$ cat src/logic/spicfg_pkg.sv
// package: register map, field layout, reset values and state of spicfg
package spicfg_pkg;

    // ******************************************************************
    // register byte addresses
    // ******************************************************************
    localparam logic [7:0] SPICFG_OFS_OPTION   = 8'h00;
    localparam logic [7:0] SPICFG_OFS_BITRATE  = 8'h04;
    localparam logic [7:0] SPICFG_OFS_FLAGS    = 8'h08;
    localparam logic [7:0] SPICFG_OFS_MODE     = 8'h0C;
    localparam logic [7:0] SPICFG_OFS_IRQ_STAT = 8'h10;
    localparam logic [7:0] SPICFG_OFS_IRQ_MASK = 8'h14;

    // ******************************************************************
    // field positions
    // ******************************************************************
    localparam int SPICFG_OPT_MFE    = 4; // mode_fault_enable
    localparam int SPICFG_OPT_SWOE   = 3; // single_wire_output_enable
    localparam int SPICFG_OPT_SIW    = 1; // stop_in_wait
    localparam int SPICFG_OPT_SWS    = 0; // single_wire_select
    localparam int SPICFG_BR_PRE_LSB = 4; // prescale_select 6:4
    localparam int SPICFG_BR_RATE_LSB = 0; // rate_divisor_select 2:0
    localparam int SPICFG_FLG_RXF    = 7;
    localparam int SPICFG_FLG_TXE    = 5;
    localparam int SPICFG_FLG_MODF   = 4;
    localparam int SPICFG_MODE_MASTER_SELECT  = 0; // master_select
    localparam int SPICFG_MODE_SELECT_OUTPUT_ENABLE  = 1; // select_output_enable
    localparam int SPICFG_EV_MODF    = 0; // event bits in irq regs
    localparam int SPICFG_EV_RXF     = 1;
    localparam int SPICFG_EV_TXE     = 2;

    // ******************************************************************
    // reset values
    // ******************************************************************
    localparam logic [7:0] SPICFG_RST_OPTION  = 8'h00;
    localparam logic [7:0] SPICFG_RST_BITRATE = 8'h00;
    localparam logic [1:0] SPICFG_RST_MODE    = 2'h0;
    localparam logic [2:0] SPICFG_RST_IRQ     = 3'h0;

    // pin steering role of the device
    typedef enum logic [1:0] {
        SPICFG_ROLE_SLAVE  = 2'b00,
        SPICFG_ROLE_GPIO   = 2'b01,
        SPICFG_ROLE_MFIN   = 2'b10,
        SPICFG_ROLE_SSOUT  = 2'b11
    } spicfg_ss_role_t;

    // one driven pin: value, enable and gpio release
    typedef struct packed {
        logic o;
        logic oe;
        logic release_gpio;
    } spicfg_pin_t;

    // whole state of the block
    typedef struct packed {
        logic            mfe, swoe, siw, sws;
        logic [2:0]      pre, rate;
        logic            master_select, select_output_enable;
        logic [2:0]      irq_stat, irq_mask;
        logic            modf, rxf_prev, txe_prev;
        logic [2:0]      pre_cnt;
        logic [7:0]      div_cnt;
        logic            bit_tick, clk_run, irq, rx_bit;
        spicfg_pin_t     mosi, miso, ss;
        spicfg_ss_role_t ss_role;
        logic [31:0]     prdata;
        logic            pready, pslverr;
    } spicfg_state_t;

endpackage : spicfg_pkg

$ cat src/logic/spicfg_top.sv
// spi pin configuration, bit-rate generator and apb register file
//
// What this block does
// - slave: fault enable ignored, select is input
// - master, fault disabled: select pin released
// - master, fault enabled: select input or output
// - select output enable picks fault input/output
// - single wire: output enable drives shared pin
// - two wire: single-wire output enable ignored
// - single wire: master uses mosi, slave miso
// - two wire: separate receive and transmit pins
// - single wire: unused data pin released
// - stop in wait halts clocks in wait
// - bit-rate register accessible at any time
// - prescaler divides bus clock by field plus one
// - divider by two to field plus one
// - status holds three flags, others zero
// - status writes change nothing
`timescale 1ns/100ps
`default_nettype none

module spicfg_top (
    input  wire logic        mclk_in,
    input  wire logic        rst_b_in,
    // apb slave
    input  wire logic        psel_in,
    input  wire logic        penable_in,
    input  wire logic        pwrite_in,
    input  wire logic [7:0]  paddr_in,
    input  wire logic [31:0] pwdata_in,
    output logic      [31:0] prdata_out,
    output logic             pready_out,
    output logic             pslverr_out,
    output logic             irq_out,
    // neighbouring shifter and core
    input  wire logic        wait_mode_in,
    input  wire logic        tx_bit_in,
    input  wire logic        xfer_active_in,
    input  wire logic        rx_full_in,
    input  wire logic        tx_empty_in,
    input  wire logic        mode_fault_clear_in,
    output logic             rx_bit_out,
    output logic             bit_tick_out,
    output logic             clk_run_out,
    output logic             master_out,
    output logic             mode_fault_out,
    // serial pins
    input  wire logic        mosi_in,
    output logic             mosi_out,
    output logic             mosi_oe_out,
    output logic             mosi_gpio_out,
    input  wire logic        miso_in,
    output logic             miso_out,
    output logic             miso_oe_out,
    output logic             miso_gpio_out,
    input  wire logic        ss_b_in,
    output logic             ss_b_out,
    output logic             ss_oe_out,
    output logic             ss_gpio_out
);

    // ******************************************************************
    // helper functions
    // ******************************************************************

    // last count of the power-of-two divider for a rate field
    function automatic logic [7:0] spicfg_div_last(input logic [2:0] r);
        logic [8:0] full;
        // nine bits: rate seven must not wrap
        full = 9'h002 << r;
        spicfg_div_last = full[7:0] - 8'h01;
    endfunction : spicfg_div_last

    // pick the slave-select role from mode bits
    function automatic spicfg_pkg::spicfg_ss_role_t spicfg_role(
        input logic m, input logic f, input logic o);
        // slave first, then fault enable
        if (!m) begin
            spicfg_role = spicfg_pkg::SPICFG_ROLE_SLAVE;
        end else if (!f) begin
            spicfg_role = spicfg_pkg::SPICFG_ROLE_GPIO;
        end else if (!o) begin
            spicfg_role = spicfg_pkg::SPICFG_ROLE_MFIN;
        end else begin
            spicfg_role = spicfg_pkg::SPICFG_ROLE_SSOUT;
        end
    endfunction : spicfg_role

    // ******************************************************************
    // state
    // ******************************************************************
    spicfg_pkg::spicfg_state_t s_q;
    spicfg_pkg::spicfg_state_t s_d;

    // decoded strobes and events
    logic       apb_setup;
    logic       apb_write;
    logic [2:0] ev_set;
    logic       modf_ev;
    logic       run;
    logic       pre_wrap;

    // byte images for reads
    logic [7:0] rd_opt;
    logic [7:0] rd_br;
    logic [7:0] rd_flags;

    // bus phase decode
    assign apb_setup = psel_in && !penable_in;
    // a write lands as pready is sampled
    assign apb_write = psel_in && penable_in && s_q.pready && pwrite_in;

    // readback images of the byte registers
    assign rd_opt = {3'h0, s_q.mfe, s_q.swoe, 1'b0, s_q.siw, s_q.sws};
    assign rd_br  = {1'b0, s_q.pre, 1'b0, s_q.rate};
    assign rd_flags = {rx_full_in, 1'b0, tx_empty_in, s_q.modf,
                       4'h0};

    // fault only watched when the select pin is a fault input
    assign modf_ev = (s_q.ss_role == spicfg_pkg::SPICFG_ROLE_MFIN)
                     && !ss_b_in;

    // clocks stop only when asked to halt in wait
    assign run = !(s_q.siw && wait_mode_in);
    assign pre_wrap = run && (s_q.pre_cnt == s_q.pre);

    // ******************************************************************
    // next-state logic
    // ******************************************************************
    always_comb begin
        s_d = s_q;
        ev_set = 3'h0;

        // ---------------- register writes ----------------
        // bits above a field are ignored
        if (apb_write) begin
            case (paddr_in)
                spicfg_pkg::SPICFG_OFS_OPTION: begin
                    s_d.mfe  = pwdata_in[spicfg_pkg::SPICFG_OPT_MFE];
                    s_d.swoe = pwdata_in[spicfg_pkg::SPICFG_OPT_SWOE];
                    s_d.siw  = pwdata_in[spicfg_pkg::SPICFG_OPT_SIW];
                    s_d.sws  = pwdata_in[spicfg_pkg::SPICFG_OPT_SWS];
                end
                spicfg_pkg::SPICFG_OFS_BITRATE: begin
                    // no lock against a running transfer
                    s_d.pre  = pwdata_in[spicfg_pkg::SPICFG_BR_PRE_LSB +: 3];
                    s_d.rate = pwdata_in[spicfg_pkg::SPICFG_BR_RATE_LSB +: 3];
                end
                spicfg_pkg::SPICFG_OFS_MODE: begin
                    s_d.master_select = pwdata_in[spicfg_pkg::SPICFG_MODE_MASTER_SELECT];
                    s_d.select_output_enable = pwdata_in[spicfg_pkg::SPICFG_MODE_SELECT_OUTPUT_ENABLE];
                end
                spicfg_pkg::SPICFG_OFS_IRQ_STAT: begin
                    // w1c; an event wins below
                    s_d.irq_stat = s_q.irq_stat & ~pwdata_in[2:0];
                end
                spicfg_pkg::SPICFG_OFS_IRQ_MASK: begin
                    s_d.irq_mask = pwdata_in[2:0];
                end
                default: begin
                    // flag status writes fall here and are dropped
                end
            endcase
        end

        // ---------------- apb answer ----------------
        // zero wait states: pready rises in the access cycle
        s_d.pready  = apb_setup;
        // prdata holds outside the access
        s_d.pslverr = 1'b0;
        if (apb_setup) begin
            case (paddr_in)
                spicfg_pkg::SPICFG_OFS_OPTION:   s_d.prdata = {24'h0, rd_opt};
                spicfg_pkg::SPICFG_OFS_BITRATE:  s_d.prdata = {24'h0, rd_br};
                spicfg_pkg::SPICFG_OFS_FLAGS:    s_d.prdata = {24'h0, rd_flags};
                spicfg_pkg::SPICFG_OFS_MODE:
                    s_d.prdata = {30'h0, s_q.select_output_enable, s_q.master_select};
                spicfg_pkg::SPICFG_OFS_IRQ_STAT:
                    s_d.prdata = {29'h0, s_q.irq_stat};
                spicfg_pkg::SPICFG_OFS_IRQ_MASK:
                    s_d.prdata = {29'h0, s_q.irq_mask};
                default: begin
                    // unmapped: zero, error
                    s_d.prdata  = 32'h0;
                    s_d.pslverr = 1'b1;
                end
            endcase
        end

        // ---------------- mode fault flag ----------------
        // a fault in the clear cycle survives the clear
        if (mode_fault_clear_in) begin
            s_d.modf = 1'b0;
        end
        if (modf_ev) begin
            s_d.modf = 1'b1;
        end

        // ---------------- events and interrupt ----------------
        // buffer level rises become events
        s_d.rxf_prev = rx_full_in;
        s_d.txe_prev = tx_empty_in;
        ev_set[spicfg_pkg::SPICFG_EV_MODF] = modf_ev && !s_q.modf;
        ev_set[spicfg_pkg::SPICFG_EV_RXF]  = rx_full_in && !s_q.rxf_prev;
        ev_set[spicfg_pkg::SPICFG_EV_TXE]  = tx_empty_in && !s_q.txe_prev;
        // set applied after the clear so it wins
        s_d.irq_stat = s_d.irq_stat | ev_set;
        s_d.irq = |(s_d.irq_stat & s_d.irq_mask);

        // ---------------- bit-rate generator ----------------
        // master bit clock = bus / ((pre+1) * 2^(rate+1))
        // rates are tick pulses, not clocks
        s_d.bit_tick = 1'b0;
        s_d.clk_run  = run;
        // counters freeze while stopped
        if (!s_q.master_select) begin
            // slave takes its clock from the link; keep counters idle
            s_d.pre_cnt = 3'h0;
            s_d.div_cnt = 8'h00;
        end else if (run) begin
            if (pre_wrap) begin
                s_d.pre_cnt = 3'h0;
                if (s_q.div_cnt >= spicfg_div_last(s_q.rate)) begin
                    s_d.div_cnt  = 8'h00;
                    s_d.bit_tick = 1'b1;
                end else begin
                    s_d.div_cnt = s_q.div_cnt + 8'h01;
                end
            end else if (s_q.pre_cnt > s_q.pre) begin
                // field shrunk under a running count: restart cleanly
                s_d.pre_cnt = 3'h0;
            end else begin
                s_d.pre_cnt = s_q.pre_cnt + 3'h1;
            end
        end

        // ---------------- slave-select pin ----------------
        // registered role: pin is a cycle late
        s_d.ss_role = spicfg_role(s_q.master_select, s_q.mfe, s_q.select_output_enable);
        s_d.ss = '{o: 1'b1, oe: 1'b0, release_gpio: 1'b0};
        case (s_d.ss_role)
            spicfg_pkg::SPICFG_ROLE_SLAVE: begin
                s_d.ss.oe = 1'b0;
            end
            spicfg_pkg::SPICFG_ROLE_GPIO: begin
                s_d.ss.release_gpio = 1'b1;
            end
            spicfg_pkg::SPICFG_ROLE_MFIN: begin
                s_d.ss.oe = 1'b0;
            end
            spicfg_pkg::SPICFG_ROLE_SSOUT: begin
                s_d.ss.oe = 1'b1;
                // low for the whole transfer
                s_d.ss.o  = !xfer_active_in;
            end
            default: begin
                s_d.ss.release_gpio = 1'b1;
            end
        endcase

        // ---------------- data pins ----------------
        // data pins lag mode bits a cycle
        s_d.mosi = '{o: tx_bit_in, oe: 1'b0, release_gpio: 1'b0};
        s_d.miso = '{o: tx_bit_in, oe: 1'b0, release_gpio: 1'b0};
        if (!s_q.sws) begin
            // two wire; the single-wire enable is not looked at
            if (s_q.master_select) begin
                s_d.mosi.oe = 1'b1;
                s_d.rx_bit  = miso_in;
            end else begin
                s_d.miso.oe = !ss_b_in;
                s_d.rx_bit  = mosi_in;
            end
        end else if (s_q.master_select) begin
            s_d.mosi.oe = s_q.swoe;
            s_d.rx_bit  = mosi_in;
            s_d.miso.release_gpio = 1'b1;
        end else begin
            // slave drives only while selected, avoiding contention
            s_d.miso.oe = s_q.swoe && !ss_b_in;
            s_d.rx_bit  = miso_in;
            s_d.mosi.release_gpio = 1'b1;
        end
    end

    // ******************************************************************
    // state register
    // ******************************************************************
    always_ff @(posedge mclk_in or negedge rst_b_in) begin
        if (!rst_b_in) begin
            s_q          <= '0;
            s_q.mfe      <= spicfg_pkg::SPICFG_RST_OPTION[spicfg_pkg::SPICFG_OPT_MFE];
            s_q.swoe     <= spicfg_pkg::SPICFG_RST_OPTION[spicfg_pkg::SPICFG_OPT_SWOE];
            s_q.siw      <= spicfg_pkg::SPICFG_RST_OPTION[spicfg_pkg::SPICFG_OPT_SIW];
            s_q.sws      <= spicfg_pkg::SPICFG_RST_OPTION[spicfg_pkg::SPICFG_OPT_SWS];
            s_q.pre      <= spicfg_pkg::SPICFG_RST_BITRATE[6:4];
            s_q.rate     <= spicfg_pkg::SPICFG_RST_BITRATE[2:0];
            s_q.master_select     <= spicfg_pkg::SPICFG_RST_MODE[0];
            s_q.select_output_enable     <= spicfg_pkg::SPICFG_RST_MODE[1];

            // interrupt and edge state
            s_q.irq_stat <= spicfg_pkg::SPICFG_RST_IRQ;
            s_q.irq_mask <= spicfg_pkg::SPICFG_RST_IRQ;
            // tx buffer idles empty: no false edge
            s_q.txe_prev <= 1'b1;
            s_q.clk_run  <= 1'b1;
            s_q.ss.o     <= 1'b1;
            s_q.ss_role  <= spicfg_pkg::SPICFG_ROLE_SLAVE;
        end else begin
            s_q <= s_d;
        end
    end

    // ******************************************************************
    // outputs, all straight from the state register
    // ******************************************************************
    assign prdata_out     = s_q.prdata;
    assign pready_out     = s_q.pready;
    assign pslverr_out    = s_q.pslverr;
    assign irq_out        = s_q.irq;

    // to the shifter and core
    assign rx_bit_out     = s_q.rx_bit;
    assign bit_tick_out   = s_q.bit_tick;
    assign clk_run_out    = s_q.clk_run;
    assign master_out     = s_q.master_select;
    assign mode_fault_out = s_q.modf;

    // serial pins
    assign mosi_out       = s_q.mosi.o;
    assign mosi_oe_out    = s_q.mosi.oe;
    assign mosi_gpio_out  = s_q.mosi.release_gpio;
    assign miso_out       = s_q.miso.o;
    assign miso_oe_out    = s_q.miso.oe;
    assign miso_gpio_out  = s_q.miso.release_gpio;
    assign ss_b_out       = s_q.ss.o;
    assign ss_oe_out      = s_q.ss.oe;
    assign ss_gpio_out    = s_q.ss.release_gpio;

endmodule : spicfg_top

`default_nettype wire

$ cat config.mk
export PLATFORM = sky130hd
export DESIGN_NAME = spicfg_top
export DESIGN_NICKNAME = d
export VERILOG_FILES = /design/src/logic/spicfg_pkg.sv /design/src/logic/spicfg_top.sv
export SDC_FILE = /design/constraint.sdc
export NUM_CORES = 1
export LEC_CHECK = 0
export ABC_AREA = 0
export BUFFER_PORTS_ARGS = -buffer_cell sky130_fd_sc_hd__buf_4
export CORE_ASPECT_RATIO = 1.4
export CORE_MARGIN = 3
export CORE_UTILIZATION = 45
export DETAILED_ROUTE_END_ITERATION = 16
export PLACE_DENSITY = 0.76
export SLEW_MARGIN = 0
export SYNTH_ARGS = -nofsm -noshare
export SYNTH_HDL_FRONTEND = slang
export SYNTH_SLANG_ARGS = --single-unit
$ cat constraint.sdc
create_clock -name mclk_in -period 3 [get_ports mclk_in]
set_input_delay 0.45 -clock mclk_in [delete_from_list [all_inputs] [get_ports mclk_in]]
set_output_delay 0.45 -clock mclk_in [all_outputs]
set_load 0.02 [all_outputs]
Word-level counts from Yosys, hierarchy flattened
Cells that the tools add are included.
{ "op_classes": {"add_sub_neg": 3, "magnitude_cmp": 2, "eq_ne": 11, "n_shift": 1, "n_mux": 34, "bitwise": 4, "n_reduce_logical": 26} }
{ "op_table": {"columns": ["op", "n"], "rows": [
  ["$pmux 8 s6", 1],
  ["$mux 1", 22],
  ["$eq 8x4->1 const B", 2],
  ["$eq 8x5->1 const B", 2],
  ["$mux 12", 1],
  ["$mux 3", 4],
  ["$logic_and 1x1->1", 11],
  ["$mux 11", 1],
  ["$mux 9", 1],
  ["$add 8x1->8 const B", 1],
  ["$eq 8x3->1 const B", 1],
  ["$ge 8x8->1", 1],
  ["$logic_not 8->1", 1],
  ["$mux 8", 1],
  ["$reduce_and 2->1", 4],
  ["$shl 2x3->8 const A", 1],
  ["$sub 8x1->8 const B", 1],
  ["$logic_not 1->1", 7],
  ["$and 3x3->3", 2],
  ["$mux 6", 1],
  ["$reduce_or 6->1", 1],
  ["$eq 2x2->1 const B", 2],
  ["$mux 2", 2],
  ["$add 3x1->3 const B", 1],
  ["9 further kinds", 9]
]} }
{ "word_totals": {"ff_bits": 80, "input_bits": 54, "out_inout_bits": 49, "wordCells": 112} }

Depth between registers and ports, before layout
{ "depth": {"depth_word": 7, "depth_mapped": 14} }

Least setup slack after synthesis
OpenSTA, ideal clock, no wires.
{ "synth_path": {"kind": "register to register", "start": "register s_q, in the netlist rd_br[0]", "end": "register s_q[51] (netlist name)", "setup_ps": 79, "arrival_time_ps": 2779, "path_slack_ps": 142, "path_stages_with_launch": 15, "n_path_buf": 3, "synth_period_minus_slack_ps": 2858, "cell_sequence": "dfrtp_1 clkbuf_1 or3_1 ha_1 buf_1 nor3_1 a21o_1 a21oi_1 ha_1 a21oi_1 o21ai_0 a211oi_1 clkbuf_1 a21oi_1 mux2i_1"} }
{ "synth_between": {"elab_chain_cells": 7} }
{ "synth_lines": {"columns": ["item", "line_no", "source"], "rows": [
  ["start, declared", "spicfg_top.sv:92", "spicfg_pkg::spicfg_state_t s_q;"],
  ["$shl 2x3->8", "spicfg_top.sv:70", "full = 9'h002 << r;"],
  ["$sub 8x1->8", "spicfg_top.sv:71", "spicfg_div_last = full[7:0] - 8'h01;"],
  ["$ge 8x8->1", "spicfg_top.sv:223", "if (s_q.div_cnt >= spicfg_div_last(s_q.rate)) begin"],
  ["$mux 8", "spicfg_top.sv:223", null],
  ["$mux 9", "spicfg_top.sv:221", "if (pre_wrap) begin"],
  ["$mux 12", "spicfg_top.sv:220", "end else if (run) begin"],
  ["$mux 11", "spicfg_top.sv:216", "if (!s_q.master_select) begin"]
]} }
No other way between the ends. The select of a mux whose other input is x is not followed.
A chain may end at the register's enable or synchronous reset.

Final worst setup path
{ "layout_path": {"start": "register s_q, in the netlist rd_br[2]", "end": "register s_q[52] (netlist name)"} }
Same word-level chain as after synthesis.

==> flow_summary.ini <==
[worst_setup_path]
critPathKind = reg2reg
crit_fanout = 13
r2r-end = s_q[52]$_DFFE_PN0P_
worst-r2r-setup-slack_ns = 0.26
worstPathArrival_ns = 2.94
r2r_start = rd_br[2]$_DFFE_PN0P_
reg2reg_depth = 12
start_kind = register
required_ns = 3.20
crit_path_end_kind = register

[placed_design]
port_buffers = 53
place_inst = 394
dp_hpwl_um = 4530
globalplace.congestion = 0.878
pre_cts_ws_ns = 0.102

[floorplanning]
rows = 34
ios = 103
die_w_um = 75.0
die-area_um2 = 7690
core_um2 = 6340
initial_core_util_pct = 47.3
die_y_um = 103

[cells_and_area]
drive_gt1_share_pct = 27.3
fin_cells = 402
fillers = 580
nets = 396
final_common_cell = buf_4
utilization_pct = 53.8
syn_to_final_growth_pct = 13.6
n_antenna_cell = 0
final_cell_mix = buf_4 (56), dfrtp_1 (52), nand2_1 (24), conb_1 (24), inv_1 (16)

[flow_run]
drv_cap = 0

[clocking]
clk_pin_slew_ns = 0.09
clock_path_buffers = 2
cts_root_buffer = clkbuf_8
numCtsBuffers = 5
clock-sinks = 56
clkLatencyLatePin_ns = 0.31
cts_setup_buffers = 0
cts_tree = done
cts.htree.levels = 2

[yosys]
syn-instance-count = 285
synth_edf_count = 0
netlist_area_um2 = 3000
synth_top_area_share_pct = 44.2
ys.flop_type = dfrtp_1
ys_warn_count = 0
synthTopCellsByArea = dfrtp_1 (44%), buf_4 (8.3%), ha_1 (5.4%)
avgSynthCellArea_um2 = 10.5
synth_cell_type_count = 48
yosysTopAreaCell = dfrtp_1
ys_seq_elements = 56
synthArstFlopShare_pct = 100
ys_seq_area_share_pct = 46.9

[sta]
hold_ws_ns = 0.166
max_freq_mhz = 365
post-route-period-util_pct = 91.2
relSlewSlack_pct = 54.3
setup_viol = 0
rsz0062_at_grt = false
hold_viol = 0
period_needed_ns = 2.74
fin_skew_ns = 0.00814
drv_slew = 0
fin_ws_ns = 0.263
setup_tns_ns = 0
worst_slew_pin_slew_ns = 0.685

[status]
status = finished clean

[power]
ir_drop_mv = 0.261
p_leak_nw = 1.71
p_per_area_nw_per_um2 = 389

[route]
routed_wl_um = 5900
drc = 0
drtIter0Drc = 108
wl_per_cell_um = 14.7
viasPerCell = 5.30
drtPass1Iterations = 4
vias = 2130
postRouteAntennaNets = 0

[global_route]
track_usage_pct = 16.1
grt_pass1_vias = 1998
grt_max_degree = 57
grt_antenna_before_repair = 0
grt_pass1_wl_um = 9520
overflow = 0

[worst_hold_path]
hold_class = in2async
-- how the worst max path moves through the flow --
stage	from	end	slack, ns	cells past startpoint
2_1_floorplan	rd_br[0]$_DFFE_PN0P_	s_q[51]$_DFFE_PN0P_	0.14	14
3_3_place_gp	rd_br[2]$_DFFE_PN0P_	s_q[52]$_DFFE_PN0P_	0.22	12
3_5_place_dp	rd_br[2]$_DFFE_PN0P_	s_q[52]$_DFFE_PN0P_	0.10	12
4_1_cts	rd_br[2]$_DFFE_PN0P_	s_q[52]$_DFFE_PN0P_	0.09	12
5_1_grt	rd_br[2]$_DFFE_PN0P_	s_q[52]$_DFFE_PN0P_	0.07	12
6_report	rd_br[2]$_DFFE_PN0P_	s_q[52]$_DFFE_PN0P_	0.26	12
-- registers in the layout, indices dropped and copies added (netlist names) --
name and cells:
master_out 1, mosi_gpio_out 1, pslverr_out 1, ss_oe_out 1, miso_oe_out 1, rd_br 6
prdata_out 8, rx_bit_out 1, bit_tick_out 1, irq_out 1, ss_gpio_out 1, s_q 22
mosi_oe_out 1, rd_opt 4, mode_fault_out 1, miso_gpio_out 1, clk_run_out 1, pready_out 1
miso_out 1, ss_b_out 1
-- cell families after synthesis --
kind of cell | Yosys count | share of synthesized area [%]
mux | 21 | 8.01
xor+xnor | 4 | 1.17
flops | 56 | 46.9
buf+inv | 58 | 11.6
compound gates | 52 | 11.9
simple gates | 80 | 14.9
other cells | 1 | 0.125
fa+ha+maj | 13 | 5.42
-- worst max-delay path, stage by stage (launching register included) --
cell      delay (ns)
dfrtp_2         0.47
or3_1           0.39
ha_2            0.23
nor3_1          0.16
a21o_1          0.10
a21oi_1         0.07
ha_1            0.30
a21oi_1         0.06
o21ai_1         0.18
a211oi_1        0.06
buf_4           0.19
and3_1          0.16
a221o_1         0.25
-- what timing repair did --
item | in CTS | in global routing
setup endpoints to repair | 0 | 3
hold buffers | 0 | 0
gates resized for setup | 0 | 3
-- area by class of cell --
cell class / count / area [um2] / share of cell area (%)
clock buffers: 6 / 82.6 / 2.42
clock inverters: 2 / 13.8 / 0.404
inverters: 16 / 60.1 / 1.76
multi-input cells: 194 / 1330 / 39.1
flip-flops and latches: 56 / 1410 / 41.3
well taps: 72 / 90.1 / 2.64
repair buffers: 56 / 420 / 12.3
-- per-layer routing --
layer	up-vias	share of wire (%)	GRT usage (%)
met5	-	0	0
met4	0	2.6	6.99
met3	13	4.9	2.83
met2	60	53	27.3
met1	1031	39	19.8
li1	1026	-	-
-- synthesized netlist by cell type, types with 2 or more instances --
cell type	instances
o21ai_0	13
or2_2	2
dfstp_2	3
nand2_1	24
a21o_1	4
a22o_1	5
nor2_1	13
ha_1	13
and2_1	2
nor2b_1	7
a221o_1	2
and3_1	3
xor2_1	4
mux2_2	14
nand4_1	2
nor3_1	3
nand4b_1	2
clkbuf_1	7
nand3b_1	2
a22oi_1	3
dfrtp_1	53
nand2b_1	2
or3_1	2
nand3_1	9
a211oi_1	2
and4_1	2
inv_1	16
a32o_1	3
a21boi_0	2
buf_4	33
a21oi_1	10
mux2i_1	6
a211o_1	2
-- metrics by stage --
| step | power (mW) | instance area [um2] |
|---|---|---|
| after floorplan | 0.872 | 3090 |
| after global placement | 0.909 | 3310 |
| after detailed placement | 0.911 | 3310 |
| after CTS | 1.35 | 3400 |
| after global routing | 1.38 | 3410 |
| final | 1.33 | 3410 |
-- power breakdown --
part | leakage, nW | total [mW] | switching, mW | internal [mW]
sequential | 0.738 | 0.767 | 0.00440 | 0.763
combinational | 0.925 | 0.129 | 0.0831 | 0.0454
clock | 0.0516 | 0.430 | 0.240 | 0.189
(Power assumes the default switching activity.)
